$ cat config.mk
export PLATFORM = sky130hd
export DESIGN_NAME = i2c_slave_flag_handling
export DESIGN_NICKNAME = d
export VERILOG_FILES = /design/src/hdl/slave_flag_pkg.sv /design/src/hdl/bus_pin_monitor.sv /design/src/hdl/i2c_slave_flag_handling.sv
export SDC_FILE = /design/constraint.sdc
export NUM_CORES = 1
export LEC_CHECK = 0
export BUFFER_PORTS_ARGS = -buffer_cell sky130_fd_sc_hd__buf_4
export CAP_MARGIN = 25
export CORE_MARGIN = 4
export CORE_UTILIZATION = 51
export DETAILED_ROUTE_END_ITERATION = 7
export HOLD_SLACK_MARGIN = 0.15
export PLACE_DENSITY = 0.77
export SLEW_MARGIN = 15
export SYNTH_ARGS = -nofsm -noshare
export SYNTH_HDL_FRONTEND = slang
export SYNTH_SLANG_ARGS = --single-unit
export TNS_END_PERCENT = 20
$ cat constraint.sdc
create_clock -name pclk -period 2.7 [get_ports pclk]
set_clock_uncertainty 0.2 [all_clocks]
set_input_delay 0.27 -clock pclk [delete_from_list [all_inputs] [get_ports pclk]]
set_output_delay 0.27 -clock pclk [all_outputs]
set_load 0.1 [all_outputs]
$ cat src/hdl/slave_flag_pkg.sv
// Shared constants and types for the two-wire slave flag block
package slave_flag_pkg;
    // ---------------------------------------------------------------
    // Bus and register map
    // ---------------------------------------------------------------
    localparam int              DATA_W     = 32;
    localparam int              ADDR_W     = 8;
    localparam logic [ADDR_W-1:0] OFF_CTRL   = 8'h00;
    localparam logic [ADDR_W-1:0] OFF_STATUS = 8'h04;
    localparam logic [ADDR_W-1:0] OFF_MASK   = 8'h08;
    localparam logic [ADDR_W-1:0] OFF_CMD    = 8'h0C;
    localparam logic [ADDR_W-1:0] OFF_DATA   = 8'h10;

    // ---------------------------------------------------------------
    // Field positions and reset values
    // ---------------------------------------------------------------
    localparam int              CTRL_EN       = 0;
    localparam int              CTRL_TMO_EN   = 1;
    localparam int              CTRL_ADDR_LSB = 8;
    localparam int              CTRL_W        = 15;
    localparam logic [CTRL_W-1:0] CTRL_MASK   = 15'h7F03;
    localparam logic [CTRL_W-1:0] CTRL_RST    = 15'h0000;
    localparam int              FLAG_W     = 4;
    localparam int              ST_ADRF    = 0;
    localparam int              ST_DATF    = 1;
    localparam int              ST_TXCOL   = 2;
    localparam int              ST_TMO     = 3;
    localparam int              ST_HOLD    = 4;
    localparam int              ST_BUSY    = 5;
    localparam int              ST_SCL     = 6;
    localparam int              ST_RW      = 7;
    localparam logic [FLAG_W-1:0] FLAGS_RST = 4'h0;
    localparam logic [FLAG_W-1:0] MASK_RST  = 4'h0;
    localparam int              CMD_LSB    = 0;
    localparam int              CMD_ACKACT = 2;
    localparam logic [1:0]      CMD_COMPLETE = 2'h2;
    localparam logic [1:0]      CMD_RESPONSE = 2'h3;

    // ---------------------------------------------------------------
    // Timing
    // ---------------------------------------------------------------
    localparam int              CLK_HZ         = 40_000_000;
    localparam int              TIMEOUT_US     = 25;
    localparam int              TIMEOUT_CYCLES = TIMEOUT_US * (CLK_HZ / 1_000_000);
    localparam int              TMO_CNT_W      = 12;

    // ---------------------------------------------------------------
    // Types
    // ---------------------------------------------------------------
    typedef enum logic [6:0] {
        ST_IDLE     = 7'h01,
        ST_ADDR     = 7'h02,
        ST_ADDR_ACK = 7'h04,
        ST_RX       = 7'h08,
        ST_RX_ACK   = 7'h10,
        ST_TX       = 7'h20,
        ST_TX_ACK   = 7'h40
    } link_state_type;

    typedef struct packed {
        logic scl;
        logic sda;
        logic scl_rise;
        logic scl_fall;
        logic start;
        logic stop;
    } bus_event_type;
endpackage : slave_flag_pkg

$ cat src/hdl/bus_pin_monitor.sv
// Synchroniser and start/stop/edge detector for the two bus pins
`timescale 1ns/1ps
module bus_pin_monitor (
    input  wire logic                         pclk,
    input  wire logic                         presetn,
    input  wire logic                         scl_in,
    input  wire logic                         sda_in,
    output slave_flag_pkg::bus_event_type     ev
);
    import slave_flag_pkg::*;

    logic [1:0] meta_reg;
    logic [1:0] sync_reg;
    logic [1:0] prev_reg;
    logic [1:0] pins;

    assign pins = {scl_in, sda_in};

    // ---------------------------------------------------------------
    // Two-stage synchronisers, bit 1 is SCL, bit 0 is SDA
    // ---------------------------------------------------------------
    genvar g;
    generate
        for (g = 0; g < 2; g++) begin : g_sync
            always_ff @(posedge pclk or negedge presetn) begin
                if (!presetn) begin
                    meta_reg[g] <= 1'b1;
                    sync_reg[g] <= 1'b1;
                    prev_reg[g] <= 1'b1;
                end else begin
                    meta_reg[g] <= pins[g];
                    sync_reg[g] <= meta_reg[g];
                    prev_reg[g] <= sync_reg[g];
                end
            end
        end
    endgenerate

    // Start and stop are SDA edges while SCL stays high on both samples
    always_comb begin
        ev.scl      = sync_reg[1];
        ev.sda      = sync_reg[0];
        ev.scl_rise = sync_reg[1] && !prev_reg[1];
        ev.scl_fall = !sync_reg[1] && prev_reg[1];
        ev.start    = sync_reg[1] && prev_reg[1] && prev_reg[0] && !sync_reg[0];
        ev.stop     = sync_reg[1] && prev_reg[1] && !prev_reg[0] && sync_reg[0];
    end
endmodule : bus_pin_monitor

$ cat src/hdl/i2c_slave_flag_handling.sv
// Two-wire slave with address/stop and data flags, clock stretching and APB registers
//
// The APB interface to the registers and the register addresses were decided locally.
`timescale 1ns/1ps
module i2c_slave_flag_handling #(
    parameter int TIMEOUT_CYCLES = slave_flag_pkg::TIMEOUT_CYCLES
) (
    input  wire logic                                pclk,
    input  wire logic                                presetn,
    input  wire logic                                psel,
    input  wire logic                                penable,
    input  wire logic                                pwrite,
    input  wire logic [slave_flag_pkg::ADDR_W-1:0]   paddr,
    input  wire logic [slave_flag_pkg::DATA_W-1:0]   pwdata,
    output logic      [slave_flag_pkg::DATA_W-1:0]   prdata,
    output logic                                     pready,
    output logic                                     pslverr,
    output logic                                     irq,
    input  wire logic                                scl_in,
    output logic                                     scl_out,
    output logic                                     scl_oe_n,
    input  wire logic                                sda_in,
    output logic                                     sda_out,
    output logic                                     sda_oe_n
);
    import slave_flag_pkg::*;

    localparam logic [TMO_CNT_W-1:0] TMO_LAST = TMO_CNT_W'(TIMEOUT_CYCLES - 1);

    function automatic logic hit(input logic [ADDR_W-1:0] a, input logic [ADDR_W-1:0] off);
        hit = (a == off);
    endfunction : hit

    bus_event_type        ev;
    link_state_type       state_reg, state_next;
    logic [2:0]           cnt_reg, cnt_next;
    logic [7:0]           sh_reg, sh_next;
    logic [7:0]           rx_data_reg, rx_data_next;
    logic [7:0]           tx_data_reg, tx_data_next;
    logic                 ack_rise_reg, ack_rise_next;
    logic                 rw_reg, rw_next;
    logic                 busy_reg, busy_next;
    logic [TMO_CNT_W-1:0] tmo_cnt_reg, tmo_cnt_next;
    logic [CTRL_W-1:0]    ctrl_reg, ctrl_next;
    logic [FLAG_W-1:0]    flags_reg, flags_next;
    logic [FLAG_W-1:0]    mask_reg, mask_next;
    logic                 ackact_reg, ackact_next;
    logic                 resp_clr_due_reg, resp_clr_due_next;
    logic                 hold_reg, hold_next;
    logic                 scl_oe_n_reg, scl_oe_n_next;
    logic                 sda_oe_n_reg, sda_oe_n_next;
    logic                 irq_reg, irq_next;
    logic [DATA_W-1:0]    prdata_reg, prdata_next;
    logic                 pready_reg, pready_next;
    logic                 pslverr_reg, pslverr_next;
    logic [1:0]           pin_out_reg;
    logic                 setup, wr_en, sts_wr, cmd_wr, cmd_resp_wr, cmd_done_wr;
    logic                 tmo_hit, stretch_ok, want_low;
    logic                 set_adrf, set_datf, set_txcol, set_tmo, clr_txcol;
    logic [FLAG_W-1:0]    set_vec, clr_vec;
    logic [6:0]           own_addr;
    logic [DATA_W-1:0]    rd_mux;

    bus_pin_monitor i_bus_pin_monitor (
        .pclk    (pclk),
        .presetn (presetn),
        .scl_in  (scl_in),
        .sda_in  (sda_in),
        .ev      (ev)
    );

    // ---------------------------------------------------------------
    // APB decode; zero-wait, read data captured in the setup cycle
    // ---------------------------------------------------------------
    assign setup       = psel && !penable;
    assign wr_en       = psel && penable && pready_reg && pwrite;
    assign sts_wr      = wr_en && hit(paddr, OFF_STATUS);
    assign cmd_wr      = wr_en && hit(paddr, OFF_CMD);
    assign cmd_resp_wr = cmd_wr && (pwdata[CMD_LSB+:2] == CMD_RESPONSE);
    assign cmd_done_wr = cmd_wr && (pwdata[CMD_LSB+:2] == CMD_COMPLETE);
    assign own_addr    = ctrl_reg[CTRL_ADDR_LSB+:7];
    assign tmo_hit     = ctrl_reg[CTRL_TMO_EN] && busy_reg && (tmo_cnt_reg == TMO_LAST);
    assign stretch_ok  = (state_reg != ST_IDLE) && (state_reg != ST_ADDR);

    always_comb begin
        rd_mux = '0;
        case (paddr)
            OFF_CTRL:   rd_mux = DATA_W'(ctrl_reg);
            OFF_STATUS: rd_mux = DATA_W'({rw_reg, ev.scl, busy_reg, hold_reg, flags_reg});
            OFF_MASK:   rd_mux = DATA_W'(mask_reg);
            OFF_CMD:    rd_mux = DATA_W'({ackact_reg, 2'h0});
            OFF_DATA:   rd_mux = DATA_W'(rx_data_reg);
            default:    rd_mux = '0;
        endcase
    end

    always_comb begin
        pready_next  = setup;
        pslverr_next = setup && !(hit(paddr, OFF_CTRL) || hit(paddr, OFF_STATUS) || hit(paddr, OFF_MASK)
                                  || hit(paddr, OFF_CMD) || hit(paddr, OFF_DATA));
        // A read taken right after a response command still sees the data flag set
        prdata_next  = (setup && !pwrite) ? rd_mux : prdata_reg;
        ctrl_next    = (wr_en && hit(paddr, OFF_CTRL)) ? (pwdata[CTRL_W-1:0] & CTRL_MASK) : ctrl_reg;
        mask_next    = (wr_en && hit(paddr, OFF_MASK)) ? pwdata[FLAG_W-1:0] : mask_reg;
        tx_data_next = (wr_en && hit(paddr, OFF_DATA)) ? pwdata[7:0] : tx_data_reg;
        ackact_next  = cmd_wr ? pwdata[CMD_ACKACT] : ackact_reg;
    end

    // ---------------------------------------------------------------
    // Link state machine, advanced by sampled SCL edges
    // ---------------------------------------------------------------
    always_comb begin
        state_next    = state_reg;
        cnt_next      = cnt_reg;
        sh_next       = sh_reg;
        rx_data_next  = rx_data_reg;
        ack_rise_next = ack_rise_reg;
        rw_next       = rw_reg;
        busy_next     = busy_reg;
        set_adrf      = 1'b0;
        set_datf      = 1'b0;
        set_txcol     = 1'b0;
        set_tmo       = 1'b0;
        clr_txcol     = 1'b0;
        // A start restarts the idle count, so a repeated start never waits out a wrapped counter
        if (ev.start || ev.scl_rise || ev.scl_fall || !busy_reg) begin
            tmo_cnt_next = '0;
        end else begin
            tmo_cnt_next = tmo_cnt_reg + 1'b1;
        end
        // Start is checked before the timeout so a coinciding start is not dropped
        if (ev.start) begin
            state_next = ST_ADDR;
            cnt_next   = 3'h0;
            busy_next  = 1'b1;
            clr_txcol  = 1'b1;
        end else if (ev.stop || tmo_hit) begin
            set_adrf   = ev.stop && stretch_ok;
            set_tmo    = !ev.stop;
            state_next = ST_IDLE;
            busy_next  = 1'b0;
        end else if (cmd_done_wr) begin
            state_next = ST_IDLE;
        end else begin
            case (state_reg)
                ST_IDLE: begin
                    state_next = ST_IDLE;
                end
                ST_ADDR: begin
                    if (ev.scl_rise) begin
                        sh_next  = {sh_reg[6:0], ev.sda};
                        cnt_next = cnt_reg + 1'b1;
                        if (cnt_reg == 3'h7) begin
                            if (ctrl_reg[CTRL_EN] && sh_reg[6:0] == own_addr) begin
                                set_adrf      = 1'b1;
                                rw_next       = ev.sda;
                                ack_rise_next = 1'b0;
                                state_next    = ST_ADDR_ACK;
                            end else begin
                                state_next = ST_IDLE;
                            end
                        end
                    end
                end
                ST_ADDR_ACK, ST_RX_ACK: begin
                    if (ev.scl_rise) begin
                        ack_rise_next = 1'b1;
                    end else if (ev.scl_fall && ack_rise_reg) begin
                        cnt_next = 3'h0;
                        sh_next  = tx_data_reg;
                        if (ackact_reg) begin
                            state_next = ST_IDLE;
                        end else if (state_reg == ST_ADDR_ACK && rw_reg) begin
                            state_next = ST_TX;
                        end else begin
                            state_next = ST_RX;
                        end
                    end
                end
                ST_RX: begin
                    if (ev.scl_rise) begin
                        sh_next  = {sh_reg[6:0], ev.sda};
                        cnt_next = cnt_reg + 1'b1;
                        if (cnt_reg == 3'h7) begin
                            rx_data_next  = {sh_reg[6:0], ev.sda};
                            set_datf      = 1'b1;
                            ack_rise_next = 1'b0;
                            state_next    = ST_RX_ACK;
                        end
                    end
                end
                ST_TX: begin
                    // Reload while stretched so data written during the stall is sent
                    if (hold_reg) begin
                        sh_next = tx_data_reg;
                    end else if (ev.scl_rise && ev.sda != sh_reg[7]) begin
                        set_txcol = 1'b1;
                    end else if (ev.scl_fall) begin
                        sh_next  = {sh_reg[6:0], 1'b0};
                        cnt_next = cnt_reg + 1'b1;
                        if (cnt_reg == 3'h7) begin
                            ack_rise_next = 1'b0;
                            state_next    = ST_TX_ACK;
                        end
                    end
                end
                ST_TX_ACK: begin
                    if (ev.scl_rise) begin
                        ack_rise_next = 1'b1;
                        set_datf      = !ev.sda;
                        state_next    = ev.sda ? ST_IDLE : ST_TX_ACK;
                    end else if (ev.scl_fall && ack_rise_reg) begin
                        cnt_next   = 3'h0;
                        sh_next    = tx_data_reg;
                        state_next = ST_TX;
                    end
                end
                default: begin
                    state_next = ST_IDLE;
                end
            endcase
        end
    end

    // ---------------------------------------------------------------
    // Sticky flags, clock hold and pin drive
    // ---------------------------------------------------------------
    always_comb begin
        set_vec = '0;
        set_vec[ST_ADRF]  = set_adrf;
        set_vec[ST_DATF]  = set_datf;
        set_vec[ST_TXCOL] = set_txcol;
        set_vec[ST_TMO]   = set_tmo;
        clr_vec = sts_wr ? pwdata[FLAG_W-1:0] : '0;
        clr_vec[ST_TXCOL] = clr_vec[ST_TXCOL] | clr_txcol;
        clr_vec[ST_DATF]  = clr_vec[ST_DATF] | resp_clr_due_reg;
        // Set wins over clear, so a clear racing a new address never strands the hold
        flags_next        = (flags_reg & ~clr_vec) | set_vec;
        resp_clr_due_next = cmd_resp_wr;
        hold_next         = flags_next[ST_ADRF] | flags_next[ST_DATF];
        irq_next          = |(flags_next & mask_next);
        scl_oe_n_next     = !(hold_reg && !ev.scl && stretch_ok);
        // Decoded from the next state so SDA moves early in the low phase, not as SCL rises again
        case (state_next)
            ST_ADDR_ACK, ST_RX_ACK: want_low = !ackact_reg;
            ST_TX:                  want_low = !sh_next[7];
            default:                want_low = 1'b0;
        endcase
        // SDA is released whenever the next state is idle; otherwise it only changes while SCL is low and no stall is pending
        if (state_next == ST_IDLE) begin
            sda_oe_n_next = 1'b1;
        end else if (!ev.scl && !hold_reg) begin
            sda_oe_n_next = !want_low;
        end else begin
            sda_oe_n_next = sda_oe_n_reg;
        end
    end

    always_ff @(posedge pclk or negedge presetn) begin
        if (!presetn) begin
            state_reg        <= ST_IDLE;
            cnt_reg          <= 3'h0;
            sh_reg           <= 8'h00;
            rx_data_reg      <= 8'h00;
            tx_data_reg      <= 8'h00;
            ack_rise_reg     <= 1'b0;
            rw_reg           <= 1'b0;
            busy_reg         <= 1'b0;
            tmo_cnt_reg      <= '0;
            ctrl_reg         <= CTRL_RST;
            flags_reg        <= FLAGS_RST;
            mask_reg         <= MASK_RST;
            ackact_reg       <= 1'b0;
            resp_clr_due_reg <= 1'b0;
            hold_reg         <= 1'b0;
            scl_oe_n_reg     <= 1'b1;
            sda_oe_n_reg     <= 1'b1;
            irq_reg          <= 1'b0;
            prdata_reg       <= '0;
            pready_reg       <= 1'b0;
            pslverr_reg      <= 1'b0;
            pin_out_reg      <= 2'h0;
        end else begin
            state_reg        <= state_next;
            cnt_reg          <= cnt_next;
            sh_reg           <= sh_next;
            rx_data_reg      <= rx_data_next;
            tx_data_reg      <= tx_data_next;
            ack_rise_reg     <= ack_rise_next;
            rw_reg           <= rw_next;
            busy_reg         <= busy_next;
            tmo_cnt_reg      <= tmo_cnt_next;
            ctrl_reg         <= ctrl_next;
            flags_reg        <= flags_next;
            mask_reg         <= mask_next;
            ackact_reg       <= ackact_next;
            resp_clr_due_reg <= resp_clr_due_next;
            hold_reg         <= hold_next;
            scl_oe_n_reg     <= scl_oe_n_next;
            sda_oe_n_reg     <= sda_oe_n_next;
            irq_reg          <= irq_next;
            prdata_reg       <= prdata_next;
            pready_reg       <= pready_next;
            pslverr_reg      <= pslverr_next;
            pin_out_reg      <= 2'h0;
        end
    end

    assign prdata   = prdata_reg;
    assign pready   = pready_reg;
    assign pslverr  = pslverr_reg;
    assign irq      = irq_reg;
    assign scl_out  = pin_out_reg[1];
    assign sda_out  = pin_out_reg[0];
    assign scl_oe_n = scl_oe_n_reg;
    assign sda_oe_n = sda_oe_n_reg;
endmodule : i2c_slave_flag_handling

# Word level (Yosys, flattened, before mapping)
# Cells that the tools add are included.
# op_classes
addsub	2
n_eq_ne	43
n_mux	82
bitwise	10
reduce_logical	69
# ops
cell	n
2-to-1 mux 7 bit	16
case mux 15 bit (5 select lines)	1
2-to-1 mux 8 bit	9
2-to-1 mux 1 bit	35
case mux 7 bit (5 select lines)	1
logical AND 1 bit	31
2-to-1 mux 3 bit	10
case mux 8 bit (3 select lines)	1
!= test 2 bit (second input constant)	10
!= test 3 bit (second input constant)	6
AND reduction 9 bit	2
== test 8 x 4 -> 1 bit (second input constant)	2
== test 7 x 3 -> 1 bit (second input constant)	2
== test 7 x 5 -> 1 bit (second input constant)	2
== test 7 x 6 -> 1 bit (second input constant)	2
logical NOT 1 bit	14
adder 12 x 1 -> 12 bit (second input constant)	1
== test 12 x 10 -> 1 bit (second input constant)	1
2-to-1 mux 12 bit	1
2-to-1 mux 6 bit	2
AND reduction 12 bit	1
case mux 3 bit (3 select lines)	1
bitwise AND 4 bit	2
== test 8 x 3 -> 1 bit (second input constant)	1
other kinds (31)	52
# totals
reg_bits	112

# Depth between registers and ports, before layout
# logic_depth
depth_word	16
ltp_mapped	9
ltp_nobuf	8

# Cells and area by module
# From an unflattened synthesis, not the netlist that was laid out.
# unflattened
hier_cells	448
hier_area_um2	4927.2
# by_module_without_submodules
module	n_inst	cells_per_inst	area_per_inst_um2
i2c_slave_flag_handling	1	438	4737.0
bus_pin_monitor	1	10	190.2

# Worst setup path before layout
# Ideal clock, no wire load.
# synth_timing
path_kind	reg-to-reg
start	reg pready_reg, in the netlist pready
end	reg cnt_reg[0]
setup_time_ps	125
arrival_time_ps	2904
t_required_ps	2375
slack_ps	-529
stages_incl_launch_ff	9
n_path_buf	2
period_less_slack_ps	3229
cell_sequence	dfrtp_1 > and4_1 > clkbuf_1 > nand2_1 > or4_1 > nand4_4 > clkbuf_1 > nor3_1 > mux2_2
# synth_via
elab_chain_cells	6
# synth_rtl
element	line	text
start, declared	i2c_slave_flag_handling.sv:54	logic pready_reg, pready_next;
start signal, assigned	i2c_slave_flag_handling.sv:303	pready_reg <= pready_next;
logical AND 1 bit (2 in series)	i2c_slave_flag_handling.sv:76	assign wr_en = psel && penable && pready_reg && pwrite;
logical AND 1 bit	i2c_slave_flag_handling.sv:78	assign cmd_wr = wr_en && hit(paddr, OFF_CMD);
logical AND 1 bit	i2c_slave_flag_handling.sv:80	assign cmd_done_wr = cmd_wr && (pwdata[CMD_LSB+:2] == CMD_COMPLETE);
!= test 2 bit (no source line)	-	
AND reduction 9 bit (no source line)	-	
end signal, assigned	i2c_slave_flag_handling.sv:285	cnt_reg <= cnt_next;
end, declared	i2c_slave_flag_handling.sv:36	logic [2:0] cnt_reg, cnt_next;
# No other way between the ends.
# A chain may end at the register's enable or synchronous reset.

# Worst setup path in the final report
# layout_timing
start	reg state_reg[4]
end	reg sh_reg[1]
# layout_via
elab_chain_cells	4
word_cells_on_any_way	16
classes_between	eq/ne (11); mux (1); reduce/logical (4)
# layout_rtl
element	line	text
start, declared	i2c_slave_flag_handling.sv:35	link_state_type state_reg, state_next;
start signal, assigned	i2c_slave_flag_handling.sv:284	state_reg <= state_next;
== test 7 x 3 -> 1 bit (tied with other cells)	i2c_slave_flag_handling.sv:145	case (state_reg)
OR reduction 3 bit (no source line) / OR reduction 2 bit (equally long branches)	-	
!= test 2 x 1 -> 1 bit (no source line) (tied with other cells)	-	
AND reduction 9 bit (no source line)	-	
end signal, assigned	i2c_slave_flag_handling.sv:286	sh_reg <= sh_next;
end, declared	i2c_slave_flag_handling.sv:37	logic [7:0] sh_reg, sh_next;
# Several ways; a longest one is shown, not always the timed one.

==> results.json <==
{
  "synthTopCellsByCount": "dfrtp_1 (86), mux2_2 (42), nor2_1 (36)",
  "drive_gt1_share_pct": 29.78,
  "fin_cells": 645,
  "p_leak_nw": 2.725,
  "grt_usage_pct": 21.89,
  "dpl.hpwl_um": 8620,
  "areaGrowthSynthToFinish_pct": 21.60,
  "power_frac_seq_pct": 53.7,
  "r2r-start": "state_reg[4]",
  "wl_met3_um": 653,
  "core-area_mm2": 0.009196,
  "clock_path_buffers": 2,
  "grt_pass1_vias": 3889,
  "setup_slack_ns": 0.06491,
  "place_congestion": 0.9141,
  "wl_met2_um": 5634,
  "cts_buffers": 9,
  "critPathCaptureType": "flop",
  "fin_area_mm2": 0.005818,
  "ys.flop_type": "dfrtp_1",
  "clock-sinks": 95,
  "htree_levels": 3,
  "fmax_mhz": 379.5,
  "rsz0062_at_grt": "yes",
  "viasPerCell": 5.874,
  "fin_nets": 580,
  "syn_area_per_cell_um2": 10.92,
  "final-hold-violation-count": 0,
  "routed.top_layer": "met4",
  "die_w_um": 104.9,
  "root_buffer": "clkbuf_8",
  "drt_wl_total_um": 11580,
  "dp_slack_ns": -0.01377,
  "min_path_type": "flop to flop",
  "crit_start": "state_reg[4]",
  "comb_power_share_pct": 11.2,
  "crit_arrival_ns": 2.68,
  "period_needed_ns": 2.635,
  "n_antenna_cell": 0,
  "die_h_um": 104.9,
  "whs_ns": 0.1597,
  "largest_register_ffs": 15,
  "clk_latency_ns": 0.36,
  "path_max_fanout": 7,
  "critical_path_class": "flop to flop",
  "r2r_setup_slack_ns": 0.06,
  "io_pins": 86,
  "start_kind": "flop",
  "cts_tree": "done",
  "drtPass1Iterations": 6,
  "synth.largest_area_cell": "dfrtp_1",
  "initial_core_util_pct": 52.03,
  "grt_max_degree": 41,
  "slew_violations": 0,
  "clkPwrFrac_pct": 35.1,
  "yosys_warnings": 0,
  "yosys.area.top_type_share_pct": 44.98,
  "met1_length_um": 5079,
  "switching_power_w": 0.0007359,
  "worstMarginPinSlew_ns": 0.6563,
  "overflow": 0,
  "detail-route-antenna-nets": 0,
  "setup_viol": 0,
  "num_vias": 3789,
  "port_buffers": 49,
  "pwr_density_cell_mw_per_mm2": 472.3,
  "drc": 0,
  "hold_start": "i_bus_pin_monitor.meta_reg[1]",
  "grt_pass1_wl_um": 19310,
  "drt_first_iter_violations": 206,
  "synth.most_common_cell": "dfrtp_1",
  "maxSlewHeadroom_pct": 56.25,
  "endpoint": "sh_reg[1]",
  "placed_cells": 608,
  "r2r-end": "sh_reg[1]",
  "r2r_cells": 7,
  "dieArea_mm2": 0.01100,
  "yosys-top-cells-area": "dfrtp_1 (45%), mux2_2 (9.9%), dfstp_2 (4.9%)",
  "cap_violations": 0,
  "worst-endpoint-required_ns": 2.74,
  "wl_per_cell_um": 17.95,
  "intPower_w": 0.002012,
  "antenna_found_initial": 0,
  "period_share_pct": 97.60,
  "async_flop_share_pct": 100.0,
  "cts.clk_slew.worst_paths_ns": 0.09,
  "synth_edf_count": 0,
  "netlist_instances": 438,
  "ys_seq_area_share_pct": 49.92,
  "status": "complete, no violations",
  "synth-seq-cells": 95,
  "switching_share_pct": 26.78,
  "placementRows": 35,
  "synth_area_mm2": 0.004785,
  "ir_worst_vdd_mv": 0.3627,
  "yosysUniqueCellTypes": 66,
  "placed_area_mm2": 0.005374
}
## stage by stage
step / total power [W] / TNS, ns / util (%)
finish: 0.002748 / 0 / 63.27
CTS: 0.002760 / 0 / 63.16
global placement: 0.001780 / -0.01810 / 58.44
global route: 0.002845 / -0.05826 / 63.27
detailed placement: 0.001785 / -0.02437 / 58.44
floorplan: 0.001707 / -0.7147 / -
## how the worst min path moves through the flow
stage	cells after the start	slack [ns]	endpoint
after detailed placement	1	0.07	prdata[4]
final	0	0.16	i_bus_pin_monitor.ev[5]
after global routing	0	0.16	i_bus_pin_monitor.ev[5]
after global placement	1	0.07	prdata[4]
after CTS	0	0.16	i_bus_pin_monitor.ev[5]
after floorplan	0	-0.23	ack_rise_reg
## cells by family after synthesis
family          after synthesis  share of synthesized area [%]
simple gates                149                          17.31
flops                        95                          49.92
compound gates               76                          12.21
buf+inv                      50                          5.753
mux                          43                          10.09
xor+xnor                     21                          3.844
fa+ha+maj                     3                         0.7846
other cells                   1                        0.07838
## layout by cell type (no fill, tap or decap), types with 10 or more instances in the layout
| cell type | Yosys | routed |
|---|---|---|
| nand3_1 | 15 | 15 |
| xnor2_1 | 11 | 11 |
| clkbuf_8 | 0 | 11 |
| xor2_1 | 10 | 10 |
| inv_1 | 11 | 11 |
| mux2_2 | 42 | 42 |
| buf_4 | 19 | 78 |
| a22o_1 | 16 | 16 |
| o21ai_0 | 18 | 18 |
| nor2_1 | 36 | 36 |
| conb_1 | 1 | 19 |
| dlygate4sd3_1 | 0 | 22 |
| dfrtp_1 | 86 | 85 |
| nand2_1 | 30 | 30 |
## what timing repair did
item                       4_1_cts  5_1_grt
gates cloned                     0        0
setup buffers                    0        0
pin swaps                        0        1
hold endpoints to repair        99        0
setup endpoints to repair        7       11
resized for setup                2        2
hold buffers                    22        0
## critical path, cell delays in order, from the launching register on
cell and delay, ns:
dfrtp_1 0.39, or4_4 0.55, or3_4 0.41, nand3_4 0.11
nand4_4 0.12, a2111oi_4 0.23, buf_6 0.18, mux2_2 0.33
## layer usage
metal  up-vias  track usage, %
li1       1742               -
met4         0           6.560
met1      1888           30.42
met5         -               0
met2       135           35.38
met3        24           3.582
## power groups by stage
stage / combinational, W / sequential (W) / clock [W]
floorplan: 0.000199 / 0.00151 / 0
global placement: 0.000279 / 0.00150 / 0
detailed placement: 0.000284 / 0.00150 / 0
CTS: 0.000309 / 0.00147 / 0.000977
global route: 0.000331 / 0.00148 / 0.00104
finish: 0.000308 / 0.00147 / 0.000965
## cell type report
class                      instances  area (um^2)
fill                             716         3378
sequential                        95         2392
multi-input combinational        311         2202
timing repair buffer             102        837.1
clock buffer                      11        151.4
tap                              111        138.9
clock inverter                     4        55.05
inverter                          11        41.29
No activity file was read; power rests on OpenSTA's default activity.
